`config.mk`:
```
export PLATFORM = sky130hd
export DESIGN_NAME = srx_rx_buffers
export DESIGN_NICKNAME = d
export VERILOG_FILES = /design/src/logic/srx_pkg.sv /design/src/logic/srx_rx_buffers.sv
export VERILOG_INCLUDE_DIRS = /design/src /design/src/logic
export SDC_FILE = /design/constraint.sdc
export NUM_CORES = 2
export LEC_CHECK = 0
export ABC_AREA = 0
export ABC_CLOCK_PERIOD_IN_PS = 19300
export BUFFER_PORTS_ARGS = -buffer_cell sky130_fd_sc_hd__buf_2
export CORE_UTILIZATION = 44
export CTS_CLUSTER_SIZE = 14
export DETAILED_ROUTE_END_ITERATION = 6
export SYNTH_ARGS = -nofsm -noshare
export SYNTH_HDL_FRONTEND = slang
export SYNTH_SLANG_ARGS = --single-unit
```
`constraint.sdc`:
```
create_clock -name clk_i -period 19.3 [get_ports clk_i]
set_input_delay 0.965 -clock clk_i [delete_from_list [all_inputs] [get_ports clk_i]]
set_output_delay 0.965 -clock clk_i [all_outputs]
set_load 0.005 [all_outputs]
```
`src/logic/srx_cfg.svh`:
```
`ifndef SRX_CFG_SVH
`define SRX_CFG_SVH
// register word addresses (byte address = word index * 4)
`define SRX_CS_FIRST      8'h20
`define SRX_CS_LAST       8'h37
`define SRX_IRQ_STAT      8'h1C
`define SRX_IRQ_MASK      8'h1D
`define SRX_BUF_CFG       8'h10
`define SRX_CS_SWITCH     8'h11
`define SRX_UB_ADDR       8'h12
`define SRX_UB_DATA       8'h13
`define SRX_QSUB_FIRST    8'h40
`define SRX_QSUB_LAST     8'h49
`define SRX_QSUB_STAT     8'h4A
// buffer configuration fields
`define SRX_CFG_SIZE_BIT  0
`define SRX_CFG_UPD_LO    1
`define SRX_CFG_MODE_BIT  3
// interrupt status fields
`define SRX_IRQ_UB_BIT    0
`define SRX_IRQ_CS_BIT    1
// sizes and counts
`define SRX_CS_BYTES      24
`define SRX_CS_BITS       192
`define SRX_UB_SMALL      48
`define SRX_UB_LARGE      96
`define SRX_CMP_BYTES     5
`define SRX_IU_ZERO_LIM   8
`define SRX_QSUB_IUS      96
`define SRX_CRC_POLY      16'h1021
`define SRX_CFG_RESET     8'h00
`endif

```
`src/logic/srx_pkg.sv`:
```
package srx_pkg;
   typedef enum logic [1:0] {
      SRX_UB_OFF  = 2'h0,
      SRX_UB_RAW  = 2'h1,
      SRX_UB_AUTO = 2'h2,
      SRX_UB_RSV  = 2'h3
   } srx_ubcfg_t;
   typedef enum logic [2:0] {
      SRX_IU_IDLE = 3'b001,
      SRX_IU_BITS = 3'b010,
      SRX_IU_GAP  = 3'b100
   } srx_iu_state_t;
endpackage

```
`src/logic/srx_rx_buffers.sv`:
```
// Chosen here: the Wishbone register port.
`timescale 1ns/10ps
// Function
// RL1: each channel status block kept as 24 bytes
// RL2: status bytes at word addresses 0x20..0x37
// RL3: first-stage buffer fills from stream always
// RL4: copy to visible buffer after full block
// RL5: 384 bits kept, select picks channel
// RL6: user bits read via indirect address/data pair
// RL7: user data read advances indirect address
// RL8: host sets address zero, reads repeatedly
// RL9: status flag per block or on change
// RL10: user buffer 384 or 768 bits, Z aligned
// RL11: config 00 ignores, 01 copies when full
// RL12: config 10 follows pro byte or units
// RL13: auto pro nibble zero ignores, user-defined raw
// RL14: user buffer full sets masked flag
// RL15: zero stuffing dropped, units stored only
// RL16: over eight zeros ends message, copy, restart; the code ends the message on the eighth zero
// RL17: unit byte is 1 then Q..W bits
// RL18: 96 units give 10-byte Q subcode
// RL19: last 16 Q bits checked as CRC
// RL20: CRC error sticky until read
// RL21: interrupt status cleared by its read
// RL22: CRC-16 x16+x12+x5+1, check field inverted
`include "srx_cfg.svh"
module srx_rx_buffers
   import srx_pkg::*;
(
   // clock and reset
   input  wire logic        clk_i,
   input  wire logic        rst_i,
   // wishbone slave
   input  wire logic        cyc_i,
   input  wire logic        stb_i,
   input  wire logic        we_i,
   input  wire logic [9:0]  adr_i,
   input  wire logic [3:0]  sel_i,
   input  wire logic [31:0] dat_i,
   output logic      [31:0] dat_o,
   output logic             ack_o,
   // decoded receiver stream
   input  wire logic        bit_valid_i,
   input  wire logic        sub_b_i,
   input  wire logic        blk_start_i,
   input  wire logic        cs_bit_i,
   input  wire logic        user_bit_i,
   // status
   output logic             status_block_flag_o,
   output logic             user_buffer_full_flag_o
);
   // first-stage and visible status buffers, one bit row per channel
   logic [`SRX_CS_BITS-1:0] cs_stage_a_r, cs_stage_b_r, cs_vis_a_r, cs_vis_b_r;
   logic [7:0]  cs_idx_r;
   logic        cs_a_done_r, cs_b_done_r, cs_any_r;
   logic [7:0]  buf_cfg_r;
   logic        status_channel_select_r;
   logic [1:0]  irq_mask_r;
   logic [1:0]  irq_stat_r;
   logic        subcode_check_error_r;
   logic [6:0]  ub_addr_r;
   logic [7:0]  ub_stage_r [0:`SRX_UB_LARGE-1];
   logic [7:0]  ub_vis_r   [0:`SRX_UB_LARGE-1];
   logic [6:0]  ub_wptr_r;
   logic [2:0]  ub_bit_r;
   logic [7:0]  ub_shift_r;
   logic        ub_sync_r;
   logic        ub_copy_r;
   srx_iu_state_t iu_st_r;
   logic [3:0]  iu_zero_r;
   logic [95:0] q_bits_r;
   logic [79:0] q_data_r;
   logic [6:0]  q_cnt_r;
   logic        q_done_r;
   logic        ack_r;
   logic [31:0] rdat_r;

   wire logic       user_buffer_size_sel = buf_cfg_r[`SRX_CFG_SIZE_BIT];
   wire logic [1:0] user_buffer_update_cfg = buf_cfg_r[`SRX_CFG_UPD_LO+1:`SRX_CFG_UPD_LO];
   wire logic       status_flag_mode = buf_cfg_r[`SRX_CFG_MODE_BIT];
   wire logic [7:0] word_idx = adr_i[9:2];
   wire logic       req = cyc_i & stb_i & ~ack_r;
   wire logic       rd_req = req & ~we_i;
   wire logic       wr_req = req & we_i & sel_i[0];
   wire logic       pro_a = cs_vis_a_r[0];
   wire logic [3:0] pro_nib = cs_vis_a_r[15:12];

   // effective user bit handling: 0 off, 1 raw, 2 units
   function automatic logic [1:0] eff_mode(input logic [1:0] cfg, input logic pro,
                                           input logic [3:0] nib);
      logic [1:0] m;
      m = 2'd0;
      if (cfg == SRX_UB_RAW) begin
         m = 2'd1;
      end else if (cfg == SRX_UB_AUTO) begin
         // RL12 RL13 auto pro nibble
         if (!pro) begin
            m = 2'd2;
         end else if (nib == 4'h0) begin
            m = 2'd0;
         end else begin
            m = 2'd1;
         end
      end
      return m;
   endfunction

   // CRC-16 over the 80 data bits, msb first
   function automatic logic [15:0] crc80(input logic [79:0] d);
      logic [15:0] c;
      c = 16'h0000;
      for (int i = 79; i >= 0; i--) begin
         c = (c[15] ^ d[i]) ? ((c << 1) ^ `SRX_CRC_POLY) : (c << 1);
      end
      return c;
   endfunction

   wire logic [1:0] ub_mode = eff_mode(user_buffer_update_cfg, pro_a, pro_nib);
   wire logic [6:0] ub_len  = user_buffer_size_sel ? 7'(`SRX_UB_LARGE) : 7'(`SRX_UB_SMALL);

   // RL1 RL3 stage holds 192 bits per channel, fills always
   always_ff @(posedge clk_i) begin
      if (rst_i) begin
         cs_stage_a_r <= '0;
         cs_stage_b_r <= '0;
         cs_idx_r     <= 8'h00;
         cs_a_done_r  <= 1'b0;
         cs_b_done_r  <= 1'b0;
      end else begin
         cs_a_done_r <= 1'b0;
         cs_b_done_r <= 1'b0;
         if (bit_valid_i) begin
            if (!sub_b_i) begin
               cs_stage_a_r[blk_start_i ? 8'h00 : cs_idx_r] <= cs_bit_i;
            end else begin
               cs_stage_b_r[cs_idx_r] <= cs_bit_i;
               cs_b_done_r <= (cs_idx_r == 8'(`SRX_CS_BITS-1));
               cs_idx_r <= (cs_idx_r == 8'(`SRX_CS_BITS-1)) ? 8'h00 : cs_idx_r + 8'h01;
            end
            if (!sub_b_i && blk_start_i) begin
               cs_idx_r <= 8'h00;
            end
         end
      end
   end

   // RL4 copy after both channels complete
   always_ff @(posedge clk_i) begin
      if (rst_i) begin
         cs_vis_a_r <= '0;
         cs_vis_b_r <= '0;
         cs_any_r   <= 1'b0;
      end else if (cs_b_done_r) begin
         cs_vis_a_r <= cs_stage_a_r;
         cs_vis_b_r <= cs_stage_b_r;
         cs_any_r   <= 1'b1;
      end
   end

   // RL9 flag per block or on first-bytes change
   wire logic cs_changed = (cs_stage_a_r[`SRX_CMP_BYTES*8-1:0] != cs_vis_a_r[`SRX_CMP_BYTES*8-1:0])
                         | (cs_stage_b_r[`SRX_CMP_BYTES*8-1:0] != cs_vis_b_r[`SRX_CMP_BYTES*8-1:0])
                         | ~cs_any_r;
   wire logic cs_event = cs_b_done_r & (~status_flag_mode | cs_changed);

   // user bits: raw bytes or information units
   always_ff @(posedge clk_i) begin
      if (rst_i) begin
         ub_wptr_r  <= 7'h00;
         ub_bit_r   <= 3'h0;
         ub_shift_r <= 8'h00;
         ub_sync_r  <= 1'b0;
         ub_copy_r  <= 1'b0;
         iu_st_r    <= SRX_IU_IDLE;
         iu_zero_r  <= 4'h0;
      end else begin
         ub_copy_r <= 1'b0;
         // RL11 mode off ignores bits
         // RL10 raw block takes both subframes, 384 bits per block
         if (bit_valid_i && ub_mode == 2'd1) begin
            // RL10 raw block starts at Z
            if (blk_start_i || ub_sync_r) begin
               ub_sync_r  <= 1'b1;
               ub_shift_r <= {ub_shift_r[6:0], user_bit_i};
               ub_bit_r   <= ub_bit_r + 3'h1;
               if (blk_start_i && !ub_sync_r) begin
                  ub_wptr_r  <= 7'h00;
                  ub_bit_r   <= 3'h1;
                  ub_shift_r <= {7'h00, user_bit_i};
               end else if (ub_bit_r == 3'h7) begin
                  ub_stage_r[ub_wptr_r] <= {ub_shift_r[6:0], user_bit_i};
                  // RL11 copy when first buffer full
                  if (ub_wptr_r == ub_len - 7'h01) begin
                     ub_wptr_r <= 7'h00;
                     ub_copy_r <= 1'b1;
                     ub_sync_r <= 1'b0;
                  end else begin
                     ub_wptr_r <= ub_wptr_r + 7'h01;
                  end
               end
            end
         end else if (bit_valid_i && !sub_b_i && ub_mode == 2'd2) begin
            ub_sync_r <= 1'b0;
            case (iu_st_r)
               SRX_IU_IDLE, SRX_IU_GAP: begin
                  // RL15 stuffing zeros dropped
                  if (user_bit_i) begin
                     iu_st_r    <= SRX_IU_BITS;
                     ub_bit_r   <= 3'h0;
                     ub_shift_r <= 8'h01;
                     iu_zero_r  <= 4'h0;
                  end else if (iu_st_r == SRX_IU_GAP) begin
                     iu_zero_r <= (iu_zero_r == 4'hF) ? 4'hF : iu_zero_r + 4'h1;
                     // RL16 long gap ends message
                     if (iu_zero_r == 4'(`SRX_IU_ZERO_LIM)) begin
                        iu_st_r   <= SRX_IU_IDLE;
                        ub_copy_r <= (ub_wptr_r != 7'h00);
                        ub_wptr_r <= 7'h00;
                     end
                  end
               end
               SRX_IU_BITS: begin
                  // RL17 leading one then Q..W
                  ub_shift_r <= {ub_shift_r[6:0], user_bit_i};
                  ub_bit_r   <= ub_bit_r + 3'h1;
                  if (ub_bit_r == 3'h6) begin
                     ub_stage_r[ub_wptr_r] <= {ub_shift_r[6:0], user_bit_i};
                     ub_wptr_r <= (ub_wptr_r == ub_len - 7'h01) ? ub_wptr_r : ub_wptr_r + 7'h01;
                     iu_st_r   <= SRX_IU_GAP;
                     iu_zero_r <= 4'h1;
                  end
               end
               default: iu_st_r <= SRX_IU_IDLE;
            endcase
         end else if (ub_mode == 2'd0) begin
            ub_sync_r <= 1'b0;
            iu_st_r   <= SRX_IU_IDLE;
         end
      end
   end

   // second user buffer copy
   always_ff @(posedge clk_i) begin
      if (ub_copy_r) begin
         for (int i = 0; i < `SRX_UB_LARGE; i++) begin
            ub_vis_r[i] <= ub_stage_r[i];
         end
      end
   end

   // RL18 gather Q bits from 96 units
   wire logic iu_store = bit_valid_i & ~sub_b_i & (ub_mode == 2'd2)
                       & (iu_st_r == SRX_IU_BITS) & (ub_bit_r == 3'h6);
   always_ff @(posedge clk_i) begin
      if (rst_i) begin
         q_bits_r <= '0;
         q_data_r <= '0;
         q_cnt_r  <= 7'h00;
         q_done_r <= 1'b0;
      end else begin
         q_done_r <= 1'b0;
         if (iu_store) begin
            q_bits_r <= {q_bits_r[94:0], ub_shift_r[5]};
            if (q_cnt_r == 7'(`SRX_QSUB_IUS-1)) begin
               q_cnt_r  <= 7'h00;
               q_done_r <= 1'b1;
            end else begin
               q_cnt_r <= q_cnt_r + 7'h01;
            end
         end
         if (q_done_r) begin
            q_data_r <= q_bits_r[95:16];
         end
      end
   end

   // RL19 RL22 inverted check field compared
   wire logic q_bad = q_done_r & (crc80(q_bits_r[95:16]) != ~q_bits_r[15:0]);
   wire logic rd_qstat = rd_req & (word_idx == `SRX_QSUB_STAT);
   wire logic rd_irq   = rd_req & (word_idx == `SRX_IRQ_STAT);

   // RL20 sticky, set wins over read clear
   always_ff @(posedge clk_i) begin
      if (rst_i) begin
         subcode_check_error_r <= 1'b0;
      end else begin
         subcode_check_error_r <= q_bad | (subcode_check_error_r & ~rd_qstat);
      end
   end

   // RL14 RL21 sticky flags cleared by read, only the user flag masked
   always_ff @(posedge clk_i) begin
      if (rst_i) begin
         irq_stat_r <= 2'h0;
      end else begin
         irq_stat_r[`SRX_IRQ_UB_BIT] <= (ub_copy_r & irq_mask_r[`SRX_IRQ_UB_BIT])
                                     | (irq_stat_r[`SRX_IRQ_UB_BIT] & ~rd_irq);
         irq_stat_r[`SRX_IRQ_CS_BIT] <= cs_event
                                     | (irq_stat_r[`SRX_IRQ_CS_BIT] & ~rd_irq);
      end
   end

   // control registers and indirect address
   always_ff @(posedge clk_i) begin
      if (rst_i) begin
         buf_cfg_r               <= `SRX_CFG_RESET;
         status_channel_select_r <= 1'b0;
         irq_mask_r              <= 2'h0;
         ub_addr_r               <= 7'h00;
      end else begin
         if (wr_req && word_idx == `SRX_BUF_CFG) begin
            buf_cfg_r <= {4'h0, dat_i[3:0]};
         end
         if (wr_req && word_idx == `SRX_CS_SWITCH) begin
            status_channel_select_r <= dat_i[0];
         end
         if (wr_req && word_idx == `SRX_IRQ_MASK) begin
            irq_mask_r <= dat_i[1:0];
         end
         // RL6 host sets offset
         if (wr_req && word_idx == `SRX_UB_ADDR) begin
            ub_addr_r <= dat_i[6:0];
         // RL7 advance on data read
         end else if (rd_req && word_idx == `SRX_UB_DATA) begin
            ub_addr_r <= (ub_addr_r == ub_len - 7'h01) ? 7'h00 : ub_addr_r + 7'h01;
         end
      end
   end

   // read mux
   logic [31:0] rd_mux;
   logic [7:0]  cs_off;
   always_comb begin
      rd_mux = 32'h0000_0000;
      cs_off = word_idx - `SRX_CS_FIRST;
      // RL2 RL5 status window, selected channel
      if (word_idx >= `SRX_CS_FIRST && word_idx <= `SRX_CS_LAST) begin
         rd_mux[7:0] = status_channel_select_r ? cs_vis_b_r[cs_off*8 +: 8]
                                               : cs_vis_a_r[cs_off*8 +: 8];
      end else if (word_idx >= `SRX_QSUB_FIRST && word_idx <= `SRX_QSUB_LAST) begin
         rd_mux[7:0] = q_data_r[79 - (word_idx - `SRX_QSUB_FIRST)*8 -: 8];
      end else begin
         case (word_idx)
            `SRX_BUF_CFG:    rd_mux[7:0] = buf_cfg_r;
            `SRX_CS_SWITCH:  rd_mux[0] = status_channel_select_r;
            `SRX_IRQ_MASK:   rd_mux[1:0] = irq_mask_r;
            `SRX_IRQ_STAT:   rd_mux[1:0] = irq_stat_r;
            `SRX_UB_ADDR:    rd_mux[6:0] = ub_addr_r;
            `SRX_UB_DATA:    rd_mux[7:0] = ub_vis_r[ub_addr_r];
            `SRX_QSUB_STAT:  rd_mux[0] = subcode_check_error_r;
            default:         rd_mux = 32'h0000_0000;
         endcase
      end
   end

   // one-cycle ack, registered data
   always_ff @(posedge clk_i) begin
      if (rst_i) begin
         ack_r  <= 1'b0;
         rdat_r <= 32'h0000_0000;
      end else begin
         ack_r  <= req;
         rdat_r <= rd_req ? rd_mux : 32'h0000_0000;
      end
   end

   // status flag outputs
   always_ff @(posedge clk_i) begin
      if (rst_i) begin
         status_block_flag_o     <= 1'b0;
         user_buffer_full_flag_o <= 1'b0;
      end else begin
         status_block_flag_o     <= irq_stat_r[`SRX_IRQ_CS_BIT];
         user_buffer_full_flag_o <= irq_stat_r[`SRX_IRQ_UB_BIT];
      end
   end

   assign ack_o = ack_r;
   assign dat_o = rdat_r;
endmodule // srx_rx_buffers

```
# Yosys cells after proc, flatten, opt, wreduce, memory -nomap -nowiden
# Memory sizes are Yosys's and may differ from the RTL's. A register that Yosys moved wholly into a read port is not among the register bits.
# Cells that the tools add are included.
[op_classes] n_bitwise=194 n_shift=3 n_addsub=10 eq_ne=38 n_reduce_logical=39 magnitude_cmp=8 muxes=177
[op_table] cell="$mux 13" n=80
[op_table] cell="$bwmux 192" n=2
[op_table] cell="$shiftx 192x12->8" n=2
[op_table] cell="$not 3->3" n=79
[op_table] cell="$mux 7" n=23
[op_table] cell="$shiftx 87x33->8" n=1
[op_table] cell="$ne 40x40->1" n=2
[op_table] cell="$xor 1x1->1" n=76
[op_table] cell="$mux 8" n=8
[op_table] cell="$eq 8x5->1 const B" n=6
[op_table] cell="$mux 1" n=36
[op_table] cell="$mux 3" n=11
[op_table] cell="$pmux 7 s2" n=2
[op_table] cell="$ne 3x3->1 const B" n=8
[op_table] cell="$add 7x1->7 const B" n=3
[op_table] cell="$lt 8x9->1 const B" n=2
[op_table] cell="$and 1x1->1" n=17
[op_table] cell="$demux 1 s8" n=2
[op_table] cell="$ge 8x1->1 const B" n=2
[op_table] cell="$mux 4" n=4
[op_table] cell="$ne 16x16->1" n=1
[op_table] cell="$not 16->16" n=1
[op_table] cell="$pmux 5 s3" n=1
[op_table] cell="$eq 7x7->1" n=2
[op_table] cell="other kinds (46)" n=98
[word_totals] n_memories=2 ramBits=1536 regBits=1040 elab_cells=500 output_inout_bits=35
[memory_table] name="ub_stage_r" words=96 width=8 rd=96 rd_clocked_by_memory_dff=0 wr=1 line_no="srx_rx_buffers.sv:62" source="logic [7:0] ub_stage_r [0:`SRX_UB_LARGE-1];"
[memory_table] name="ub_vis_r" words=96 width=8 rd=1 rd_clocked_by_memory_dff=1 wr=96 line_no="srx_rx_buffers.sv:63" source="logic [7:0] ub_vis_r [0:`SRX_UB_LARGE-1];"

# Depth between registers and ports, before layout
[depth] word_depth=162 depth_mapped=14

# Least setup slack after synthesis
# OpenSTA, ideal clock, no wires.
[synth_timing] path_kind="register to register" startpoint="register ub_copy_r" endpoint="register irq_stat_r[0]" stages_incl_launch_ff=3 required_ns=19.179 slack_ns=0.236 setup_ns=0.121 arrival_time_ns=18.943 cell_sequence="dfxtp_1 -> a22oi_1 -> nor2_1"
[synth_between] elab_chain_len=2
[synth_lines] element="from (decl)" line_no="srx_rx_buffers.sv:68" source="logic ub_copy_r;"
[synth_lines] element="from (signal assigned)" line_no="srx_rx_buffers.sv:217" source="ub_copy_r <= (ub_wptr_r != 7'h00);"
[synth_lines] element="$and 1x1->1" line_no="srx_rx_buffers.sv:296" source="irq_stat_r[`SRX_IRQ_UB_BIT] <= (ub_copy_r & irq_mask_r[`SRX_IRQ_UB_BIT])"
[synth_lines] element="$or 1x1->1" line_no="srx_rx_buffers.sv:296"
[synth_lines] element="to (signal, indexed assignment)" line_no="srx_rx_buffers.sv:296"
[synth_lines] element="to (signal, indexed assignment)" line_no="srx_rx_buffers.sv:298" source="irq_stat_r[`SRX_IRQ_CS_BIT] <= cs_event"
[synth_lines] element="to (decl)" line_no="srx_rx_buffers.sv:59" source="logic [1:0] irq_stat_r;"
# Every way passes these cells.
# A chain may end at the register's enable or synchronous reset.

# Worst setup path in the final report
[layout_timing] startpoint="register q_bits_r[94]" endpoint="register subcode_check_error_r"
[layout_between] elab_chain_len=83 word_cells_on_any_way=216 cone_classes="eq/ne (1); mux (79); bitwise (136)"
[layout_lines] element="from (decl)" line_no="srx_rx_buffers.sv:71" source="logic [95:0] q_bits_r;"
[layout_lines] element="from (signal assigned)" line_no="srx_rx_buffers.sv:263" source="q_bits_r <= {q_bits_r[94:0], ub_shift_r[5]};"
[layout_lines] element="$xor 1x1->1 (*)" line_no="srx_rx_buffers.sv:113" source="c = (c[15] ^ d[i]) ? ((c << 1) ^ `SRX_CRC_POLY) : (c << 1);"
[layout_lines] element="$mux 13 (*)" line_no="srx_rx_buffers.sv:113"
[layout_lines] element="$mux 13 (3 in a row)" line_no="srx_rx_buffers.sv:113"
[layout_lines] element="$mux 13 (*)" line_no="srx_rx_buffers.sv:113"
[layout_lines] element="$not 3->3 (no source line)"
[layout_lines] element="$mux 13 (7 in a row)" line_no="srx_rx_buffers.sv:113"
[layout_lines] element="$not 3->3 (no source line)"
[layout_lines] element="$mux 13" line_no="srx_rx_buffers.sv:113"
[layout_lines] element="[49 not listed]"
[layout_lines] element="$mux 13 (5 in a row)" line_no="srx_rx_buffers.sv:113"
[layout_lines] element="$not 3->3 (no source line)"
[layout_lines] element="$mux 13 (7 in a row)" line_no="srx_rx_buffers.sv:113"
[layout_lines] element="$not 3->3 (no source line)"
[layout_lines] element="$mux 13" line_no="srx_rx_buffers.sv:113"
[layout_lines] element="$ne 16x16->1 (*)" line_no="srx_rx_buffers.sv:278" source="wire logic q_bad = q_done_r & (crc80(q_bits_r[95:16]) != ~q_bits_r[15:0]);"
[layout_lines] element="$and 1x1->1 (*)" line_no="srx_rx_buffers.sv:278"
[layout_lines] element="$or 1x1->1 (*)" line_no="srx_rx_buffers.sv:287" source="subcode_check_error_r <= q_bad | (subcode_check_error_r & ~rd_qstat);"
[layout_lines] element="to (signal assigned)" line_no="srx_rx_buffers.sv:287"
[layout_lines] element="to (decl)" line_no="srx_rx_buffers.sv:60" source="logic subcode_check_error_r;"
# Every way passes the cells marked *; elsewhere a longest branch is shown, timed or not.

==> impl_metrics.tcl <==
set metrics [dict create \
    crit_family "XOR/XNOR gates" \
    drt-initial-drc-count 5866 \
    register_area_um2 66700 \
    grt_overflow 0 \
    detail_route.wl_per_cell_um 24.7 \
    grt_start_max_net_pins 233 \
    antenna_left 0 \
    vias 56900 \
    grt_usage_pct 21.6 \
    ys_seq_area_share_pct 67.3 \
    cpMostUsedCell "xnor3_1" \
    antenna_found_initial 12 \
    nFillCells 18600 \
    cts_tree "yes" \
    fmax_mhz 181 \
    first_pass_iters 6 \
    numCtsBuffers 278 \
    rsz0062_at_grt "no" \
    synth.largest_area_cell "edfxtp_1" \
    final_max_slew_viol_count 0 \
    final_hold_viol_count 0 \
    critPathArrivalTime_ns 6.27 \
    slew-limit-headroom_pct 11.1 \
    synthFlopType "edfxtp_1" \
    drc 0 \
    hp-class "in -> reg" \
    cts_setup_buffers 0 \
    cp.required_ns 20.05 \
    gp_congestion 0.885 \
    setup_viol 0 \
    irDropWorstVdd_v 0.0000923 \
    grt_pass1_wl_um 368000 \
    crit_path_max_incr_delay_ns 0.55 \
    syn_area_per_cell_um2 14.1 \
    nets 6998 \
    synth_cell_types 68 \
    pin_count 91 \
    vias_per_cell 5.64 \
    chipHeight_um 476 \
    routed_wl_um 250000 \
    async_flop_share_pct 0 \
    clock_latency_ns 0.92 \
    numPortBuffers 36 \
    area_growth_pct 11.8 \
    ys_seq_elements 2559 \
    fin_crit_sh_pct 28.6 \
    cts_hold_buf 0 \
    finalClockSkew_ns 0.0553 \
    drv_cap 0 \
    dieArea_um2 227000 \
    setup_tns_ns 0 \
    grt_pass1_vias 55300 \
    p_leak_nw 35.3 \
    crit_type "reg -> reg" \
    path_cells "xnor3_2, xnor2_1, xor2_1, xnor3_1, xor2_2, xnor3_1, xor3_2, xnor3_2, xor2_1, xnor3_1, or4_1, a211oi_2, a31oi_1" \
    ctsHtreeMaxLevel 5 \
    cts_root_buf "clkbuf_16" \
    drive_above_1_share_pct 13.7 \
    yosysTopAreaCellShare_pct 46.6 \
    end_kind "flip-flop" \
    worst_pin_slew_ns 1.33 \
    synth.area.top_cells "edfxtp_1 (47%), dfxtp_1 (21%), mux4_2 (8.7%), mux2i_1 (5.2%), nor2_1 (2.7%)" \
    final_util_pct 49.7 \
    core-area_um2 223000 \
    status "completed" \
    critical_path.slowest_cell "xnor3_2" \
    critPathLaunchType "flip-flop" \
    multi_input_area_um2 30200 \
    cellPowerDensity_nw_per_um2 99.1 \
    die_w_um 476 \
    synth_area_um2 98900 \
    synth_edf_count 1536 \
    period_minus_slack_ns 5.52 \
    cts_sinks 2559 \
    cp_max_fo 6 \
    row_count 173 \
    crit_buf_inv 0 \
    initial_core_util_pct 44.4 \
    max-clock-path-buffers 4 \
    yosys_warnings 0 \
    netlist_instances 7006 \
    cts.repair.resized 0 \
    clk_pin_slew_ns 0.06 \
    place_hpwl_um 149000 \
]
-- worst paths after layout --
path                          start                     to  slack [ns]  depth (start not counted)
setup / recovery       q_bits_r[94]  subcode_check_error_r       13.78                         13
hold / removal             dat_i[0]           buf_cfg_r[0]        0.38                          3
setup reg to reg       q_bits_r[94]  subcode_check_error_r       13.78                         13
hold reg to reg   ub_stage_r[11][0]        ub_vis_r[11][0]        0.39                          0
-- layer usage --
layer | vias up | wire, um | global-route usage (%)
met5 | - | 11 | 0
met1 | 28800 | 106000 | 29.3
met2 | 1895 | 119000 | 34.8
met3 | 492 | 15100 | 3.34
met4 | 2 | 10000 | 8.79
li1 | 25800 | - | -
-- layout by cell type, fill, tap and decap left out, types with 53 or more instances in the layout --
cell type	n
nor2_1	687
xor2_1	70
dfxtp_1	1008
buf_4	111
nand2_1	307
edfxtp_1	1536
mux2i_1	513
a21oi_1	526
nand3_1	415
clkbuf_1	60
mux4_2	380
xnor3_1	53
xnor2_1	167
clkbuf_16	290
o21ai_0	396
-- synth_stat cells (17+ instances only) --
library cell,number
edfxtp_1,1536
dfxtp_1,1023
nor2_1,705
a21oi_1,526
mux2i_1,513
clkbuf_1,417
nand3_1,417
o21ai_0,396
mux4_2,380
nand2_1,307
xnor2_1,168
buf_1,86
xor2_1,70
xnor3_1,53
inv_1,46
nor3_1,37
nand4_1,35
buf_4,25
nand2b_1,20
nor2b_1,19
a22oi_1,17
nor4_1,17
o22ai_1,17
-- layout make-up --
type                       count  area share, %
sequential                  2559           60.3
timing repair buffer         151           1.04
antenna                        2        0.00452
inverter                      49          0.166
tap                         2975           3.37
clock inverter                96          0.786
multi-input combinational   3887           27.3
clock buffer                 374           7.06
-- cells by family (layout without fill, tap and decap cells) --
| group | count (synthesis) | after routing | synth area share [%] |
|---|---|---|---|
| flops | 2559 | 2559 | 67.3 |
| simple gates | 1613 | 1613 | 7.09 |
| compound gates | 1032 | 1032 | 5.51 |
| mux | 895 | 895 | 13.9 |
| buf+inv | 583 | 670 | 2.32 |
| xor+xnor | 307 | 307 | 3.67 |
| fa+ha+maj | 16 | 16 | 0.202 |
| other cells | 1 | 26 | 0.00379 |
-- stage by stage --
stage,hold WS [ns],cells,setup slack (ns),power (W),area [um2]
after floorplan,0.400,7029,0.236,0.00593,99000
after global placement,0.400,9621,13.86,0.00596,102000
after detailed placement,0.405,9621,13.82,0.00596,102000
after CTS,0.316,10100,13.78,0.0111,111000
after global routing,0.347,10100,13.59,0.0113,111000
final,0.384,10100,13.78,0.0110,111000
-- power breakdown --
part	internal [W]	switching, W	total, W
Combinational	0.0000225	0.0000961	0.000119
Sequential	0.00573	0.00000108	0.00573
Clock	0.00304	0.00208	0.00512
-- sequential cells by signal, summed over array words and instances, names as in the netlist, 2 cells and up, named ones only --
register,count
ub_stage_r,768
iu_zero_r,4
ub_addr_r,7
cs_stage_a_r,192
cs_idx_r,8
ub_wptr_r,7
cs_vis_b_r,192
dat_o,8
q_cnt_r,7
irq_stat_r,2
cs_stage_b_r,192
ub_vis_r,768
iu_st_r,3
q_bits_r,96
cs_vis_a_r,192
ub_shift_r,7
irq_mask_r,2
buf_cfg_r,4
q_data_r,80
ub_bit_r,3
-- worst min-delay path, cell delays in order --
cell and delay [ns]:
buf_2 0.14, mux2i_1 0.08, nor2_1 0.07
Power figures use the tool's default switching activity.
